`config.mk`:
```
export PLATFORM = sky130hd
export DESIGN_NAME = rio_int_ctrl
export DESIGN_NICKNAME = d
export VERILOG_FILES = /design/src/design/rio_pkg.sv /design/src/design/rio_int_ctrl.sv /design/src/design/rio_release_timer.sv
export SDC_FILE = /design/constraint.sdc
export NUM_CORES = 1
export LEC_CHECK = 0
export BUFFER_PORTS_ARGS = -buffer_cell sky130_fd_sc_hd__buf_2
export CORE_ASPECT_RATIO = 1.25
export CORE_MARGIN = 2
export CORE_UTILIZATION = 51
export DETAILED_ROUTE_END_ITERATION = 12
export PLACE_DENSITY = 0.76
export SLEW_MARGIN = 15
export SYNTH_ARGS = -nofsm -noshare
export SYNTH_HDL_FRONTEND = slang
export SYNTH_SLANG_ARGS = --single-unit
```
`constraint.sdc`:
```
create_clock -name sys_clk -period 2.8 [get_ports sys_clk]
set_clock_uncertainty 0.2 [all_clocks]
set_input_delay 0 -clock sys_clk [delete_from_list [all_inputs] [get_ports sys_clk]]
set_output_delay 0 -clock sys_clk [all_outputs]
set_load 0.005 [all_outputs]
```
`src/design/rio_pkg.sv`:
```
// Constants, register map and carrier types of the interrupt output controller.
//
// What this block does
// (RULE1) Compensation halt sets the stop flag.
// (RULE2) Stop flag holds until software writes zero.
// (RULE3) Stop flag reads one after power-up.
// (RULE4) Zero clears stop flag; one does nothing.
// (RULE5) Control register layout, mirrored at two addresses.
// (RULE6) Write-protected bits read zero, ignore writes.
// (RULE7) Interval select picks compensation period.
// (RULE8) Power-up interval select is 01, fixed zero.
// (RULE9) Update event drives pin only when enabled.
// (RULE10) Update pin low releases after 7.8 ms.
// (RULE11) Timer event drives pin only when enabled.
// (RULE12) Timer pin low releases within 7.8 ms.
// (RULE13) Alarm event drives pin only when enabled.
// (RULE14) Alarm low holds until alarm flag cleared.
// (RULE15) Pin is OR of enabled active sources.
// (RULE16) External event drives pin only when enabled.
// (RULE17) Clock reset bit clears and halts timekeeping.
// (RULE18) Event flags set regardless of enables.
package rio_pkg;

   // ----------------------------------------------------------------
   // Timing
   // ----------------------------------------------------------------
   localparam int CLK_FREQ_MHZ = 100;
   localparam int REL_TIME_US  = 7800;
   localparam int REL_CYC      = REL_TIME_US * CLK_FREQ_MHZ;
   localparam int MS_TIME_US   = 1000;
   localparam int MS_CYC       = MS_TIME_US * CLK_FREQ_MHZ;

   localparam logic [15:0] COMP_T00_MS = 16'h01F4;
   localparam logic [15:0] COMP_T01_MS = 16'h07D0;
   localparam logic [15:0] COMP_T10_MS = 16'h2710;
   localparam logic [15:0] COMP_T11_MS = 16'h7530;

   // ----------------------------------------------------------------
   // Register indices; the byte address is four times the index
   // ----------------------------------------------------------------
   localparam int          ADDR_W       = 8;
   localparam logic [5:0]  IDX_FLAG_A   = 6'h0E;
   localparam logic [5:0]  IDX_FLAG_B   = 6'h1E;
   localparam logic [5:0]  IDX_CTRL_A   = 6'h0F;
   localparam logic [5:0]  IDX_CTRL_B   = 6'h1F;
   localparam logic [5:0]  IDX_IRQ_STAT = 6'h30;
   localparam logic [5:0]  IDX_IRQ_MASK = 6'h31;

   // ----------------------------------------------------------------
   // Field positions
   // ----------------------------------------------------------------
   localparam int CTRL_SEL_HI = 7;
   localparam int CTRL_SEL_LO = 6;
   localparam int CTRL_UPD_EN = 5;
   localparam int CTRL_TMR_EN = 4;
   localparam int CTRL_ALM_EN = 3;
   localparam int CTRL_EXT_EN = 2;
   localparam int CTRL_CLKRST = 0;
   localparam int FLAG_UPD    = 5;
   localparam int FLAG_TMR    = 4;
   localparam int FLAG_ALM    = 3;
   localparam int FLAG_EXT    = 2;
   localparam int FLAG_COMP   = 0;
   localparam int NSRC        = 5;

   // ----------------------------------------------------------------
   // Reset values and responses
   // ----------------------------------------------------------------
   localparam logic [1:0] CTRL_SEL_RST  = 2'h1;
   localparam logic       COMP_STOP_RST = 1'h1;
   localparam logic [1:0] RESP_OKAY     = 2'h0;
   localparam logic [1:0] RESP_SLVERR   = 2'h2;

   // ----------------------------------------------------------------
   // Carrier types
   // ----------------------------------------------------------------
   // Packed order puts update at bit 0, matching the status layout.
   typedef struct packed {
      logic comp_halt;
      logic ext;
      logic alarm;
      logic timer;
      logic update;
   } rio_event_type;

   typedef struct packed {
      logic [1:0] sel;
      logic       update_irq_en;
      logic       timer_irq_en;
      logic       alarm_irq_en;
      logic       ext_event_irq_en;
      logic       clkrst;
   } rio_ctrl_type;

   typedef struct packed {
      logic update_event_flag;
      logic timer_event_flag;
      logic alarm_event_flag;
      logic ext_event_flag;
      logic comp_stop;
   } rio_flags_type;

   typedef struct packed {
      logic                aw_have;
      logic [5:0]          aw_idx;
      logic                w_have;
      logic [7:0]          wdata;
      logic                wstrb0;
      logic                awready;
      logic                wready;
      logic                bvalid;
      logic [1:0]          bresp;
      logic                arready;
      logic                rvalid;
      logic [1:0]          rresp;
      logic [5:0]          rd_idx;
      logic [7:0]          rdata;
      rio_flags_type       flags;
      rio_ctrl_type        ctrl;
      logic [NSRC-1:0]     irq_status;
      logic [NSRC-1:0]     irq_mask;
      logic                irq;
      logic                alarm_act;
      logic                ext_act;
      logic                int_oe;
      logic [31:0]         ms_div;
      logic [15:0]         ms_cnt;
      logic                comp_start;
   } rio_state_type;

endpackage

```
`src/design/rio_int_ctrl.sv`:
```
// Interrupt output controller with flags, control register and AXI4-Lite slave.
//
// The AXI4-Lite interface to the registers is this design's own decision.
`timescale 1ns/1ps
`default_nettype none
module rio_int_ctrl #(
   parameter int MS_TICK_CYC  = rio_pkg::MS_CYC,
   parameter int REL_TIME_CYC = rio_pkg::REL_CYC
) (
   input  wire logic                    sys_clk,
   input  wire logic                    reset,
   input  wire logic                    s_axi_awvalid,
   output logic                         s_axi_awready,
   input  wire logic [rio_pkg::ADDR_W-1:0] s_axi_awaddr,
   input  wire logic [2:0]              s_axi_awprot,
   input  wire logic                    s_axi_wvalid,
   output logic                         s_axi_wready,
   input  wire logic [31:0]             s_axi_wdata,
   input  wire logic [3:0]              s_axi_wstrb,
   output logic                         s_axi_bvalid,
   input  wire logic                    s_axi_bready,
   output logic [1:0]                   s_axi_bresp,
   input  wire logic                    s_axi_arvalid,
   output logic                         s_axi_arready,
   input  wire logic [rio_pkg::ADDR_W-1:0] s_axi_araddr,
   input  wire logic [2:0]              s_axi_arprot,
   output logic                         s_axi_rvalid,
   input  wire logic                    s_axi_rready,
   output logic [31:0]                  s_axi_rdata,
   output logic [1:0]                   s_axi_rresp,
   input  wire rio_pkg::rio_event_type  events,
   output logic                         comp_start,
   output logic [1:0]                   comp_interval_sel,
   output logic                         subsec_clear,
   output logic                         int_pin_out,
   output logic                         int_pin_oe,
   output logic                         irq
);
   import rio_pkg::*;

   generate
      if (MS_TICK_CYC < 1 || REL_TIME_CYC < 2) begin : g_bad
         $error("tick or release count too small");
      end
   endgenerate

   rio_state_type   q;
   rio_state_type   d;
   logic            rd_fire;
   logic            wr_fire;
   logic [5:0]      rd_idx_in;
   logic            wr_flag;
   logic            wr_ctrl;
   logic            wr_mask;
   logic [1:0]      rel_start;
   logic [1:0]      rel_cancel;
   logic [1:0]      rel_act;
   logic [NSRC-1:0] src_vec;
   logic [15:0]     period_ms;
   logic [7:0]      rd_mux;
   logic            rd_hit;
   logic            pin_zero_q;

   // ----------------------------------------------------------------
   // Bus decode
   // ----------------------------------------------------------------
   assign rd_fire   = s_axi_arvalid && q.arready;
   assign wr_fire   = q.aw_have && q.w_have && !q.bvalid;
   assign rd_idx_in = s_axi_araddr[7:2];
   assign wr_flag   = wr_fire && q.wstrb0 &&
                      (q.aw_idx == IDX_FLAG_A || q.aw_idx == IDX_FLAG_B);
   assign wr_ctrl   = wr_fire && q.wstrb0 &&
                      (q.aw_idx == IDX_CTRL_A || q.aw_idx == IDX_CTRL_B);
   assign wr_mask   = wr_fire && q.wstrb0 && q.aw_idx == IDX_IRQ_MASK;
   assign src_vec   = events;

   // ----------------------------------------------------------------
   // Auto-release sources: update and fixed-cycle timer
   // ----------------------------------------------------------------
   assign rel_start[0]  = events.update && q.ctrl.update_irq_en; // [RULE9]
   assign rel_cancel[0] = !q.ctrl.update_irq_en;                 // [RULE9]
   assign rel_start[1]  = events.timer && q.ctrl.timer_irq_en;   // [RULE11]
   assign rel_cancel[1] = !q.ctrl.timer_irq_en;                  // [RULE11]

   generate
      for (genvar i = 0; i < 2; i++) begin : g_rel
         rio_release_timer #(
            .COUNT (REL_TIME_CYC)
         ) u_rel (
            .sys_clk (sys_clk),
            .reset   (reset),
            .start   (rel_start[i]),
            .cancel  (rel_cancel[i]),
            .active  (rel_act[i])
         );
      end
   endgenerate

   // ----------------------------------------------------------------
   // Read data and compensation period
   // ----------------------------------------------------------------
   always_comb begin
      rd_hit = 1'b1;
      case (rd_idx_in)
         IDX_FLAG_A, IDX_FLAG_B: begin
            rd_mux = {2'h0, q.flags.update_event_flag, q.flags.timer_event_flag,
                      q.flags.alarm_event_flag, q.flags.ext_event_flag,
                      1'h0, q.flags.comp_stop};
         end
         IDX_CTRL_A, IDX_CTRL_B: begin
            rd_mux = {q.ctrl.sel, q.ctrl.update_irq_en, q.ctrl.timer_irq_en,
                      q.ctrl.alarm_irq_en, q.ctrl.ext_event_irq_en,
                      1'h0, q.ctrl.clkrst}; // [RULE5] [RULE6]
         end
         IDX_IRQ_STAT: begin
            rd_mux = {3'h0, q.irq_status};
         end
         IDX_IRQ_MASK: begin
            rd_mux = {3'h0, q.irq_mask};
         end
         default: begin
            rd_mux = 8'h00;
            rd_hit = 1'b0;
         end
      endcase
      case (q.ctrl.sel)
         2'h0:    period_ms = COMP_T00_MS; // [RULE7]
         2'h1:    period_ms = COMP_T01_MS;
         2'h2:    period_ms = COMP_T10_MS;
         default: period_ms = COMP_T11_MS;
      endcase
   end

   // ----------------------------------------------------------------
   // Next state
   // ----------------------------------------------------------------
   always_comb begin
      d            = q;
      d.comp_start = 1'b0;
      if (q.awready && s_axi_awvalid) begin
         d.aw_have = 1'b1;
         d.aw_idx  = s_axi_awaddr[7:2];
      end
      if (q.wready && s_axi_wvalid) begin
         d.w_have = 1'b1;
         d.wdata  = s_axi_wdata[7:0];
         d.wstrb0 = s_axi_wstrb[0];
      end
      if (q.bvalid && s_axi_bready) begin
         d.bvalid = 1'b0;
      end
      if (wr_fire) begin
         d.aw_have = 1'b0;
         d.w_have  = 1'b0;
         d.bvalid  = 1'b1;
         d.bresp   = (q.aw_idx == IDX_FLAG_A || q.aw_idx == IDX_FLAG_B ||
                      q.aw_idx == IDX_CTRL_A || q.aw_idx == IDX_CTRL_B ||
                      q.aw_idx == IDX_IRQ_STAT || q.aw_idx == IDX_IRQ_MASK) ?
                     RESP_OKAY : RESP_SLVERR;
      end
      d.awready = !d.aw_have;
      d.wready  = !d.w_have;
      if (q.rvalid && s_axi_rready) begin
         d.rvalid = 1'b0;
      end
      if (rd_fire) begin
         d.rvalid = 1'b1;
         d.rd_idx = rd_idx_in;
         d.rdata  = rd_mux;
         d.rresp  = rd_hit ? RESP_OKAY : RESP_SLVERR;
      end
      d.arready = !d.rvalid;

      // Software clears by writing zero; the set below wins a tie.
      if (wr_flag) begin
         d.flags.update_event_flag = q.flags.update_event_flag & q.wdata[FLAG_UPD];
         d.flags.timer_event_flag = q.flags.timer_event_flag & q.wdata[FLAG_TMR];
         d.flags.alarm_event_flag = q.flags.alarm_event_flag & q.wdata[FLAG_ALM];
         d.flags.ext_event_flag = q.flags.ext_event_flag & q.wdata[FLAG_EXT];
         d.flags.comp_stop = q.flags.comp_stop & q.wdata[FLAG_COMP]; // [RULE2] [RULE4]
      end
      if (events.update) d.flags.update_event_flag = 1'b1; // [RULE18]
      if (events.timer) d.flags.timer_event_flag = 1'b1;
      if (events.alarm) d.flags.alarm_event_flag = 1'b1;
      if (events.ext) d.flags.ext_event_flag = 1'b1;
      if (events.comp_halt) d.flags.comp_stop = 1'b1; // [RULE1]

      if (wr_ctrl) begin
         d.ctrl.sel    = q.wdata[CTRL_SEL_HI:CTRL_SEL_LO]; // [RULE5]
         d.ctrl.update_irq_en    = q.wdata[CTRL_UPD_EN];
         d.ctrl.timer_irq_en     = q.wdata[CTRL_TMR_EN];
         d.ctrl.alarm_irq_en     = q.wdata[CTRL_ALM_EN];
         d.ctrl.ext_event_irq_en = q.wdata[CTRL_EXT_EN];
         d.ctrl.clkrst = q.wdata[CTRL_CLKRST]; // [RULE17]
      end
      if (wr_mask) begin
         d.irq_mask = q.wdata[NSRC-1:0];
      end
      if (rd_fire && rd_idx_in == IDX_IRQ_STAT) begin
         d.irq_status = '0;
      end
      d.irq_status = d.irq_status | src_vec;
      d.irq        = |(d.irq_status & d.irq_mask);

      // Latched sources: no timeout, only the flag or the enable drops them.
      if (!q.ctrl.alarm_irq_en || !q.flags.alarm_event_flag) begin
         d.alarm_act = 1'b0; // [RULE13] [RULE14]
      end
      if (events.alarm && q.ctrl.alarm_irq_en) d.alarm_act = 1'b1; // [RULE13]
      if (!q.ctrl.ext_event_irq_en || !q.flags.ext_event_flag) d.ext_act = 1'b0;
      if (events.ext && q.ctrl.ext_event_irq_en) d.ext_act = 1'b1; // [RULE16]
      d.int_oe = rel_act[0] | rel_act[1] | q.alarm_act | q.ext_act; // [RULE15]

      // Millisecond divider feeding the compensation interval counter.
      if (q.ms_div == 32'(MS_TICK_CYC - 1)) begin
         d.ms_div = 32'h0000_0000;
         if (q.ms_cnt >= period_ms - 16'h0001) begin
            d.ms_cnt     = 16'h0000;
            d.comp_start = 1'b1; // [RULE7]
         end else begin
            d.ms_cnt = q.ms_cnt + 16'h0001;
         end
      end else begin
         d.ms_div = q.ms_div + 32'h0000_0001;
      end
   end

   always_ff @(posedge sys_clk) begin
      if (reset) begin
         q                 <= '0;
         q.flags.comp_stop <= COMP_STOP_RST; // [RULE3]
         q.ctrl.sel        <= CTRL_SEL_RST;  // [RULE8]
         pin_zero_q        <= 1'b0;
      end else begin
         q          <= d;
         pin_zero_q <= 1'b0;
      end
   end

   // ----------------------------------------------------------------
   // Outputs
   // ----------------------------------------------------------------
   assign s_axi_awready     = q.awready;
   assign s_axi_wready      = q.wready;
   assign s_axi_bvalid      = q.bvalid;
   assign s_axi_bresp       = q.bresp;
   assign s_axi_arready     = q.arready;
   assign s_axi_rvalid      = q.rvalid;
   assign s_axi_rresp       = q.rresp;
   assign s_axi_rdata       = {24'h000000, q.rdata};
   assign comp_start        = q.comp_start;
   assign comp_interval_sel = q.ctrl.sel;
   assign subsec_clear      = q.ctrl.clkrst; // [RULE17]
   assign int_pin_out       = pin_zero_q;
   assign int_pin_oe        = q.int_oe;
   assign irq               = q.irq;
endmodule
`default_nettype wire

```
`src/design/rio_release_timer.sv`:
```
// Auto-release timer that holds one interrupt source low for a fixed count.
`timescale 1ns/1ps
`default_nettype none
module rio_release_timer #(
   parameter int COUNT = rio_pkg::REL_CYC
) (
   input  wire logic sys_clk,
   input  wire logic reset,
   input  wire logic start,
   input  wire logic cancel,
   output logic      active
);
   import rio_pkg::*;

   localparam int CW = $clog2(COUNT);

   generate
      if (COUNT < 2) begin : g_bad
         $error("COUNT must be at least 2");
      end
   endgenerate

   typedef struct packed {
      logic          active;
      logic [CW-1:0] cnt;
   } rio_rel_state_type;

   rio_rel_state_type q;
   rio_rel_state_type d;

   // ----------------------------------------------------------------
   // Counter
   // ----------------------------------------------------------------
   // A new event restarts the window, so a burst never releases early.
   always_comb begin
      d = q;
      if (q.active) begin
         if (q.cnt == CW'(COUNT - 1)) begin
            d.active = 1'b0; // [RULE10] [RULE12]
         end else begin
            d.cnt = q.cnt + CW'(1);
         end
      end
      if (start) begin
         d.active = 1'b1;
         d.cnt    = '0;
      end
      if (cancel) begin
         d.active = 1'b0; // [RULE9] [RULE11]
      end
   end

   always_ff @(posedge sys_clk) begin
      if (reset) begin
         q <= '0;
      end else begin
         q <= d;
      end
   end

   assign active = q.active;
endmodule
`default_nettype wire

```
==> metrics.txt, run 1 <==
Arr. time, crit path 2.71 ns; cell area after synthesis 6870 um^2; GRT met1 Usage 0.275; count of endpoints failing setup in the final report 0; worst endpoint required time 2.88 ns; DRC Markers 0; total power 4.73 mW; layout cells sized above 1 0.121; Synth top cells by count dfxtp_1 (149), nor2_1 (118), nand2_1 (69); post-synth top area share 0.434; worst slack at placement 0.152 ns; Area after DPL between 7000 and 8000 um^2; post-DP HPWL 9750 um; Post-synth EDFFs 0; Worst Max-Slew Pin Slew ~0.7 ns; Clock Power Share 0.488; post-synthesis sequential area ratio 0.434; post-synthesis register bit count 149; reg2reg path depth 8; end of the worst register-to-register path g_rel[1].u_rel.q[15]$_SDFFE_PP0P_; post-synthesis cell type count 51; WHS Endpoint s_axi_rdata[5]$_SDFFE_PP0P_; P_int 3.69 mW; first-pass GRT wire length 25,600 um; Bufs on Longest Clock Path 2; initial antenna violation count 0; Cell Chain, Critical Path ha_1 -> or4b_2 -> or3_1 -> o2111ai_2 -> buf_4 -> nor3_1 -> xnor2_1 -> nor2_1; Antenna diodes 0; htree depth 4; share of flip-flops with an asynchronous set or reset 0; clock sinks 149; Logic pwr share 0.050; post-DR wirelength/cell 14.0 um; port bufs 53; pwr dens 563 nW/um^2; Final Cycle Share 0.942; max-cap violations 0; crit path max fanout 10; hold_ws approximately 0.024 ns; post-synthesis simple-gate area fraction 0.260; vias in the first global route 5,599; Worst IR Drop VDD 0.349 mV; Site Rows between 40 and 50; largest family of logic cells by synthesized area simple AND/OR/NAND/NOR gates; Area Growth Syn to Fin 22.3%; Die Span Y between 100 and 150 um; critical setup path kind reg -> reg; GR peak layer met2; status finished, final reports clean; Max stage delay cell, worst path or4b_2; grt met3 use 0.0418; Total GRT Usage 0.220; Syn Inst Count 799; Layout Nets 999; crit path time final between 2 and 3 ns; ANT nets after route 0; clock buffer count from CTS 17; adder-cell share of the synthesized area 0.0328; synth warn 0; Via density 5.32; Max-slew headroom 0.538; I/O pins 118; hold crit path type in -> reg; worst setup margin 0.162 ns; Synth Flop Type dfxtp_1; CP peak stage delay about 0.61 ns; Core ar. 13,200 um^2; gr ovfl total 0; clk slew on worst S/H paths 0.06 ns; Fin Setup TNS 0 ns; f_max 379 MHz; final instance area around 8400 um^2; GP Congestion 0.835; Net Switching 1.04 mW; initial core utilization 0.520; drt total wl 15,300 um; count leader, synth dfxtp_1; Setup crit end kind flip-flop; Final Hold Vio Count 0; Sw Share 0.220; worst-skew pair later-pin latency around 0.42 ns; CTS Root Cell clkbuf_16; die area 14,400 um^2; fin. max-slew vios 0; Syn Area/Cell 8.60 um^2; Iter 0 DRT Violations 236; synth top area cells dfxtp_1 (43%), nor2_1 (6.4%), xor2_1 (5.6%); TritonCTS clock tree done; Post-CTS Resized 0; Crit path max-delay family simple AND/OR/NAND/NOR gates; via count ~5,800; WHS Path Cells 5; Hold Startpoint s_axi_araddr[3]; Yosys top cell by area dfxtp_1; largest net degree at the start of global routing 59; RSZ-0062 raised after global routing no; RR Startpoint g_rel[1].u_rel.q[0]$_SDFFE_PP0P_; reg2reg setup slack 0.16 ns; Leak Pwr 3.41 nW; die width 108 um; Reg power frac 0.461; mux contribution to synthesized area 0.0349; CP bufs+invs 1; first-pass iteration count of the detailed router 4; compound-gate portion of the synthesized area 0.0719; met2 usage 0.377; startpoint types flip-flop; Synth Area in XOR/XNOR 0.0956
## cell type report
cell class | instances | area [um^2]
fillers | 1086 | 4830
multi-input cells | 590 | 3510
repair buffers | 133 | 1020
well taps | 171 | 214
inverters | 20 | 75.1
flip-flops and latches | 149 | 2980
clock buffers | 20 | 447
clock inverters | 12 | 154
## layer usage
metal / up-vias / routed length (um) / share of wire
met1: 2751 / 6740 / 0.44
li1: 2913 / - / -
met4: 0 / 268 / 0.018
met2: 131 / 7710 / 0.50
met5: - / 0 / 0
met3: 26 / 578 / 0.038
## layout by cell type (no fill, tap or decap), drive strengths merged, types with 4 or more instances in the layout
master       instances
nand4b               4
o221ai               5
dlygate4sd3         63
nand4               25
conb                27
clkbuf              20
nand3               44
mux2i               24
nor3                25
a21oi               45
o21ai               20
xnor2               31
or3                  9
and3                13
buf                 70
xor2                44
nand2               69
inv                 21
nor2               122
ha                  18
and4                 8
nor4                16
and2                10
clkinv               5
dfxtp              149
## metrics by stage
stage                     instances   util
final                          1095  0.635
after global routing           1095  0.635
after CTS                      1092  0.633
after detailed placement        997  0.540
after global placement          997  0.540
after floorplan                 825      -
## cells by family after synthesis
logic type | Yosys count
other | 1
xor gates and xnor gates | 75
AOI/OAI and AO/OA | 84
buffers and inverters | 86
adders and majority gates | 18
and+or+nand+nor | 362
muxes | 24
DFF | 149
## worst min-delay path: cells and delay by family
kind | cells | cell delay [ns]
simple gates | 3 | 0.35
buf+inv | 1 | 0.11
compound gates | 1 | 0.12
## state kept, by name (all words and copies together), names as in the netlist
signal              count
s_axi_bvalid            1
s_axi_bresp             1
subsec_clear            1
int_pin_oe              1
s_axi_rresp             1
comp_interval_sel       2
irq                     1
s_axi_arready           1
s_axi_rvalid            1
s_axi_rdata             8
g_rel.u_rel.active      2
s_axi_wready            1
q                      86
g_rel.u_rel.q          40
comp_start              1
s_axi_awready           1
## power by group through the flow
stage                     sequential, mW  combinational [mW]  clock (mW)
final                               2.18               0.239        2.31
after global routing                2.19               0.263        2.44
after CTS                           2.18               0.231        2.33
after detailed placement            2.23               0.169           0
after global placement              2.23               0.167           0
after floorplan                     2.22               0.144           0
## repair_timing
item	CTS	global route
buffers inserted	0	3
setup endpoints to repair	0	13
hold buffers	63	0
hold endpoints to repair	57	0
## worst max path at each step
stage,startpoint,to,slack (ns),cells past startpoint
5_1_grt,g_rel[1].u_rel.q[1]$_SDFFE_PP0P_,g_rel[1].u_rel.q[18]$_SDFFE_PP0P_,0.007,8
3_5_place_dp,comp_interval_sel[0]$_SDFFE_PP1P_,q[8]$_SDFFE_PP0N_,0.15,10
3_3_place_gp,comp_interval_sel[0]$_SDFFE_PP1P_,q[13]$_SDFFE_PP0N_,0.22,10
4_1_cts,comp_interval_sel[0]$_SDFFE_PP1P_,q[13]$_SDFFE_PP0N_,0.14,10
6_report,g_rel[1].u_rel.q[0]$_SDFFE_PP0P_,g_rel[1].u_rel.q[15]$_SDFFE_PP0P_,0.16,8
2_1_floorplan,comp_interval_sel[1]$_SDFFE_PP0P_,q[11]$_SDFFE_PP0N_,0.05,10
Power figures use the tool's default switching activity.
==> inputs of run 2 (changes only) <==
Settings changed: SYNTH_HIERARCHICAL set to 1.
==> metrics.txt, run 2 <==
worst-skew pair later-pin latency 0.42 ns (about the same); count of endpoints failing setup in the final report 0 (unchanged); max reg flops 86 (unchanged); Syn Inst Count 822 (+2.9%); most used cell, CP or4_4; gr ovfl total 0 (unchanged); largest family of logic cells by synthesized area simple AND/OR/NAND/NOR gates; Post-synth EDFFs 0 (unchanged); share of flip-flops with an asynchronous set or reset 0 (unchanged); post-synthesis cell type count 60 (+18%); largest net degree at the start of global routing 48 (-19%); Worst IR Drop VDD 0.399 mV (+14%); clk slew on worst S/H paths 0.07 ns (about the same); die area 15,000 um^2 (+3.9%); Layout Nets 1,026 (+2.7%); compound-gate portion of the synthesized area 0.123 (+0.0510); post-DR wirelength/cell 15.4 um (+10%); crit path time final 2.62 ns (-0.0185 ns); adder-cell share of the synthesized area 0.0315 (-0.00126); status finished, final reports clean; port bufs 53 (unchanged); DRC Markers 0 (unchanged); clock buffer count from CTS 17 (unchanged); first-pass iteration count of the detailed router 5 (+1); register name with the most flops q; Antenna diodes 0 (unchanged); Max-slew headroom 0.569 (+0.0317); synth warn 6 (+6); critical setup path kind reg -> reg; clock sinks 149 (unchanged); post-synth top area share 0.417 (-0.0167); commonest non-fill, non-tap cells in the layout dfxtp_1 (149), nor2_1 (82), nand2_1 (75); htree depth 4 (unchanged); TritonCTS clock tree done; FILL cells 1,023 (-5.8%); CTS Root Cell clkbuf_16; Final Cycle Share 0.936 (-0.00659); startpoint types flip-flop; hold crit path type in -> reg; number of buffers added for setup after CTS 0 (unchanged); layout cells sized above 1 0.140 (+0.0186); Fin Setup TNS 0 ns (unchanged); Leak Pwr 3.43 nW (+0.62%); vias in the first global route 6,277 (+12%); first-pass GRT wire length 28,900 um (+13%); I/O pins 118 (unchanged); Post-CTS Resized 0 (unchanged); f_max 382 MHz (+0.70%); Setup crit end kind flip-flop; Synth Area in XOR/XNOR 0.0551 (-0.0404); post-synthesis sequential area ratio 0.417 (-0.0167); Total GRT Usage 0.242 (+0.0218); Area Growth Syn to Fin 21.6%; mux contribution to synthesized area 0.0406 (+0.00565); count leader, synth dfxtp_1; Syn Area/Cell 8.70 um^2 (+1.1%); synth top area cells dfxtp_1 (42%), a21oi_1 (4.7%), nor2_1 (4.3%); fin. max-slew vios 0 (unchanged); initial core utilization 0.520 (about the same); Bufs on Longest Clock Path 2 (unchanged); Max stage delay cell, worst path or4_1; leading cell type in the layout, fill and taps excluded dfxtp_1; post-DP HPWL 9890 um (+1.5%); Die Span Y 136 um (+1.9%); cell area after synthesis 7150 um^2 (+4.0%); CP peak stage delay 0.54 ns (-0.07 ns); Core ar. 13,800 um^2 (+3.9%); worst endpoint required time 2.94 ns (+0.06 ns); Iter 0 DRT Violations 286 (+21%); pwr dens 526 nW/um^2 (-6.7%); crit path max fanout 5 (-5); Cell Chain, Critical Path or4_1 -> or4_4 -> or2_4 -> or4_4 -> a22oi_2; drt total wl 17,300 um (+13%); die width 110 um (+1.9%); Yosys top cell by area dfxtp_1; GP Congestion 0.829 (-0.78%); Synth Flop Type dfxtp_1; via count 6,456 (+11%); post-synthesis simple-gate area fraction 0.260 (about the same); Via density 5.73 (+7.9%); max-cap violations 0 (unchanged); Area after DPL 7470 um^2 (+4.4%); post-synthesis register bit count 149 (unchanged); Worst Max-Slew Pin Slew 0.644 ns (-0.0488 ns); ANT nets after route 0 (unchanged); final instance area 8700 um^2 (+3.5%); Arr. time, crit path 2.76 ns (+0.05 ns); Synth top cells by count dfxtp_1 (149), nor2_1 (82), nand2_1 (75); RSZ-0062 raised after global routing no; Site Rows 48 (+2.1%); Final Hold Vio Count 0 (unchanged); initial antenna violation count 0 (unchanged)
==> run 2: changes by cell type in the layout (fill, tap and decap cells not counted), moves of 7 or more <==
cell,previous run,this run
or2_2,2,13
nor3_1,25,18
nor2_1,118,82
a21oi_1,45,67
inv_1,20,27
o31ai_1,0,8
xor2_1,44,20
or4_1,2,13
or3_1,9,16
nand3_1,44,32
==> run 2: report_power, final <==
group / leakage [nW] / switching, mW / total, mW / internal [mW]
Sequential: 1.21 / 0.0300 / 2.19 / 2.16
Combinational: 1.96 / 0.143 / 0.268 / 0.125
Clock: 0.257 / 0.958 / 2.12 / 1.16
==> run 2: worst max-delay path: cells and delay by family, from the launching register on <==
| family | cells | cell delay [ns] |
|---|---|---|
| AND/OR/NAND/NOR | 4 | 1.87 |
| flip-flops | 1 | 0.34 |
| AO/OA/AOI/OAI | 1 | 0.14 |
==> run 2: timing repair <==
item                       in CTS  in global routing
hold endpoints to repair       51                  0
hold buffers                   69                  0
setup endpoints to repair       0                  1
==> run 2: area by class of cell <==
class                      instances  area, um^2  area share
multi-input combinational        604        3750       0.431
clock buffer                      18         429      0.0494
inverter                          27         101      0.0117
sequential                       149        2980       0.343
timing repair buffer             139        1090       0.126
tap                              175         219      0.0252
clock inverter                    14         120      0.0138
==> run 2: final timing paths <==
path,from,end,slack [ns],cells after the start
setup reg to reg,q[38]$_SDFF_PP0_,q[15]$_SDFFE_PP0N_,0.18,5
hold reg to reg,s_axi_rdata[7]$_SDFFE_PP0P_,s_axi_rdata[7]$_SDFFE_PP0P_,0.26,2
hold / removal,events[4],q[70]$_SDFFE_PP1P_,0.17,4
setup / recovery,q[38]$_SDFF_PP0_,q[15]$_SDFFE_PP0N_,0.18,5
==> run 2: through the flow <==
step | worst slack (ns) | power, mW | std cells | hold slack [ns] | util
final | 0.180 | 4.57 | 1126 | 0.171 | 0.632
after global routing | 0.109 | 4.71 | 1126 | 0.169 | 0.632
after CTS | 0.142 | 4.57 | 1127 | 0.107 | 0.633
after detailed placement | 0.176 | 2.41 | 1026 | 0.00408 | 0.543
after global placement | 0.199 | 2.41 | 1026 | 0.00719 | 0.543
after floorplan | 0.271 | 2.37 | 848 | -0.108 | -
==> run 2: layer usage <==
layer | global-route usage | vias to the layer above | part of all wire
li1 | - | 3114 | -
met3 | 0.0479 | 75 | 0.045
met1 | 0.270 | 3035 | 0.40
met4 | 0.135 | 0 | 0.043
met2 | 0.422 | 232 | 0.51
met5 | 0 | - | 0
==> run 2: kinds of logic (layout without fill, tap and decap cells) <==
kind of cell	count (synthesis)	after routing
compound gates	141	141
xor+xnor	45	45
fa+ha+maj	18	18
buf+inv	95	198
flops	149	149
mux	29	29
other cells	1	27
simple gates	344	344
==> inputs of run 3 (changes only) <==
Settings changed: ABC_AREA set to 0, BUFFER_PORTS_ARGS -buffer_cell sky130_fd_sc_hd__buf_2 to -buffer_cell sky130_fd_sc_hd__buf_4, CORE_UTILIZATION 51 to 25, PLACE_DENSITY 0.76 to unset.
==> metrics.txt, run 3 (same netlist as run 2, synthesis figures left out) <==
post-DP HPWL 11,700 um (+19%); f_max 379 MHz (-0.76%); Final Hold Vio Count 0 (unchanged); Total GRT Usage 0.117 (-0.125); FF/Latch Area 2980 um^2 (unchanged); end of the worst register-to-register path q[15]$_SDFFE_PP0N_; max-cap violations 0 (unchanged); TritonCTS clock tree done; Layout Nets 1,022 (-0.39%); die width 155 um (+41%); number of buffers added for setup after CTS 0 (unchanged); drt total wl 16,900 um (-2.5%); total power 4.75 mW (+4.0%); reg2reg setup slack 0.16 ns (-0.02 ns); Core ar. 28,300 um^2 (+110%); gr ovfl total 0 (unchanged); fin. max-slew vios 0 (unchanged); crit path time final 2.64 ns (+0.0200 ns); initial core utilization 0.252 (-0.267); worst endpoint required time 2.95 ns (about the same); vias in the first global route 5,810 (-7.4%); reg2reg path depth 5 (unchanged); CTS Root Cell clkbuf_16; DR top layer met4; status finished, final reports clean; clock sinks 149 (unchanged); RR Startpoint q[38]$_SDFF_PP0_; final instance area 9050 um^2 (+4.1%); clk slew on worst S/H paths 0.07 ns (about the same); Leak Pwr 3.48 nW (+1.5%); Max-slew headroom 0.569 (about the same); pwr dens 525 nW/um^2 (-0.12%); FILL cells 2,974 (+190%); initial antenna violation count 0 (unchanged); via count 6,072 (-5.9%); Area after DPL 7830 um^2 (+4.9%); htree depth 4 (unchanged); clock buffer count from CTS 17 (unchanged); worst-skew pair later-pin latency 0.43 ns (about the same); Via density 4.66 (-19%); Worst Max-Slew Pin Slew 0.645 ns (+0.000697 ns); WHS Path Cells 4 (unchanged); WHS Endpoint q[107]$_SDFF_PP0_; GP Congestion 0.774 (-6.6%); I/O pins 118 (unchanged); port bufs 53 (unchanged); RSZ-0062 raised after global routing no; max reg flops 86 (unchanged); post-DR wirelength/cell 13.0 um (-16%); startpoint types flip-flop; Fin Setup TNS 0 ns (unchanged); first-pass iteration count of the detailed router 4 (-1); commonest non-fill, non-tap cells in the layout dfxtp_1 (149), nor2_1 (82), nand2_1 (75); hold crit path type in -> reg; critical setup path kind reg -> reg; Die Span Y 193 um (+42%); layout cells sized above 1 0.143 (+0.00270); Arr. time, crit path 2.79 ns (+0.03 ns); Final Cycle Share 0.943 (+0.00716); first-pass GRT wire length 28,500 um (-1.4%); Worst IR Drop VDD 0.355 mV (-11%); crit path max fanout 5 (unchanged); DRC Markers 0 (unchanged); ANT nets after route 0 (unchanged); area of the multi-input gates 3750 um^2 (unchanged); worst slack at placement 0.172 ns (-0.00374 ns); die area 30,000 um^2 (+100%); met1 wire length 7810 um (+13%); Area Growth Syn to Fin 26.6%; Iter 0 DRT Violations 226 (-21%); Setup crit end kind flip-flop; Hold Startpoint s_axi_wvalid; largest net degree at the start of global routing 42 (-13%); Bufs on Longest Clock Path 2 (unchanged); Site Rows 69 (+44%); Antenna diodes 0 (unchanged); leading cell type in the layout, fill and taps excluded dfxtp_1; met3 wire len 339 um (-56%); register name with the most flops q; DR WL met2 8490 um (-4.4%); count of endpoints failing setup in the final report 0 (unchanged); worst setup margin 0.160 ns (-0.0200 ns)
[run 3: changes by cell type in the layout (fill, tap and decap cells not counted), sizes merged]
cell	before	now
dlygate4sd3	68	63
buf	71	72
bufinv	0	1
clkbuf	18	19
clkinvlp	4	3
inv	34	33
[run 3: layout make-up]
cell class                      count  area share
Multi-Input combinational cell    604       0.414
Sequential cell                   149       0.329
Timing Repair Buffer              135       0.131
Clock buffer                       19      0.0500
Tap cell                          355      0.0491
Clock inverter                     13      0.0153
Inverter                           27      0.0112
[run 3: critical path: stages (launching register included)]
cell	delay, ns
dfxtp_1	0.35
or4_1	0.56
or4_4	0.54
or2_4	0.28
or4_4	0.51
a22oi_2	0.14
[run 3: stage by stage]
stage          hold slack, ns  std cells  utilization
2_1_floorplan          -0.108        848            -
3_3_place_gp          0.00359       1207        0.277
3_5_place_dp          0.00999       1207        0.277
4_1_cts                0.0357       1302        0.320
5_1_grt                0.0644       1302        0.320
6_report               0.0351       1302        0.320
[run 3: routing by layer]
metal / GRT usage / vias to the layer above
met5: 0 / -
met4: 0.0392 / 0
met3: 0.0226 / 16
met2: 0.211 / 75
met1: 0.140 / 2878
li1: - / 3103
[run 3: power by group]
group          internal, mW  switching, mW
clock                  1.30          0.987
combinational         0.141          0.140
sequential             2.16         0.0278
total                  3.60           1.16
[run 3: timing repair]
action / 4_1_cts / 5_1_grt
gates resized for setup: 0 / 0
hold buffers: 63 / 0
hold endpoints to repair: 52 / 0
setup endpoints to repair: 0 / 0
[run 3: worst max-delay path by stage]
stage / start / end / cells after the start
final: q[38]$_SDFF_PP0_ / q[15]$_SDFFE_PP0N_ / 5
after global routing: comp_interval_sel[1]$_SDFFE_PP0P_ / q[1]$_SDFFE_PP0N_ / 9
after CTS: q[38]$_SDFF_PP0_ / q[15]$_SDFFE_PP0N_ / 5
after detailed placement: q[38]$_SDFF_PP0_ / q[15]$_SDFFE_PP0N_ / 5
after global placement: q[38]$_SDFF_PP0_ / q[15]$_SDFFE_PP0N_ / 5
after floorplan: comp_interval_sel[1]$_SDFFE_PP0P_ / q[16]$_SDFFE_PP0N_ / 9
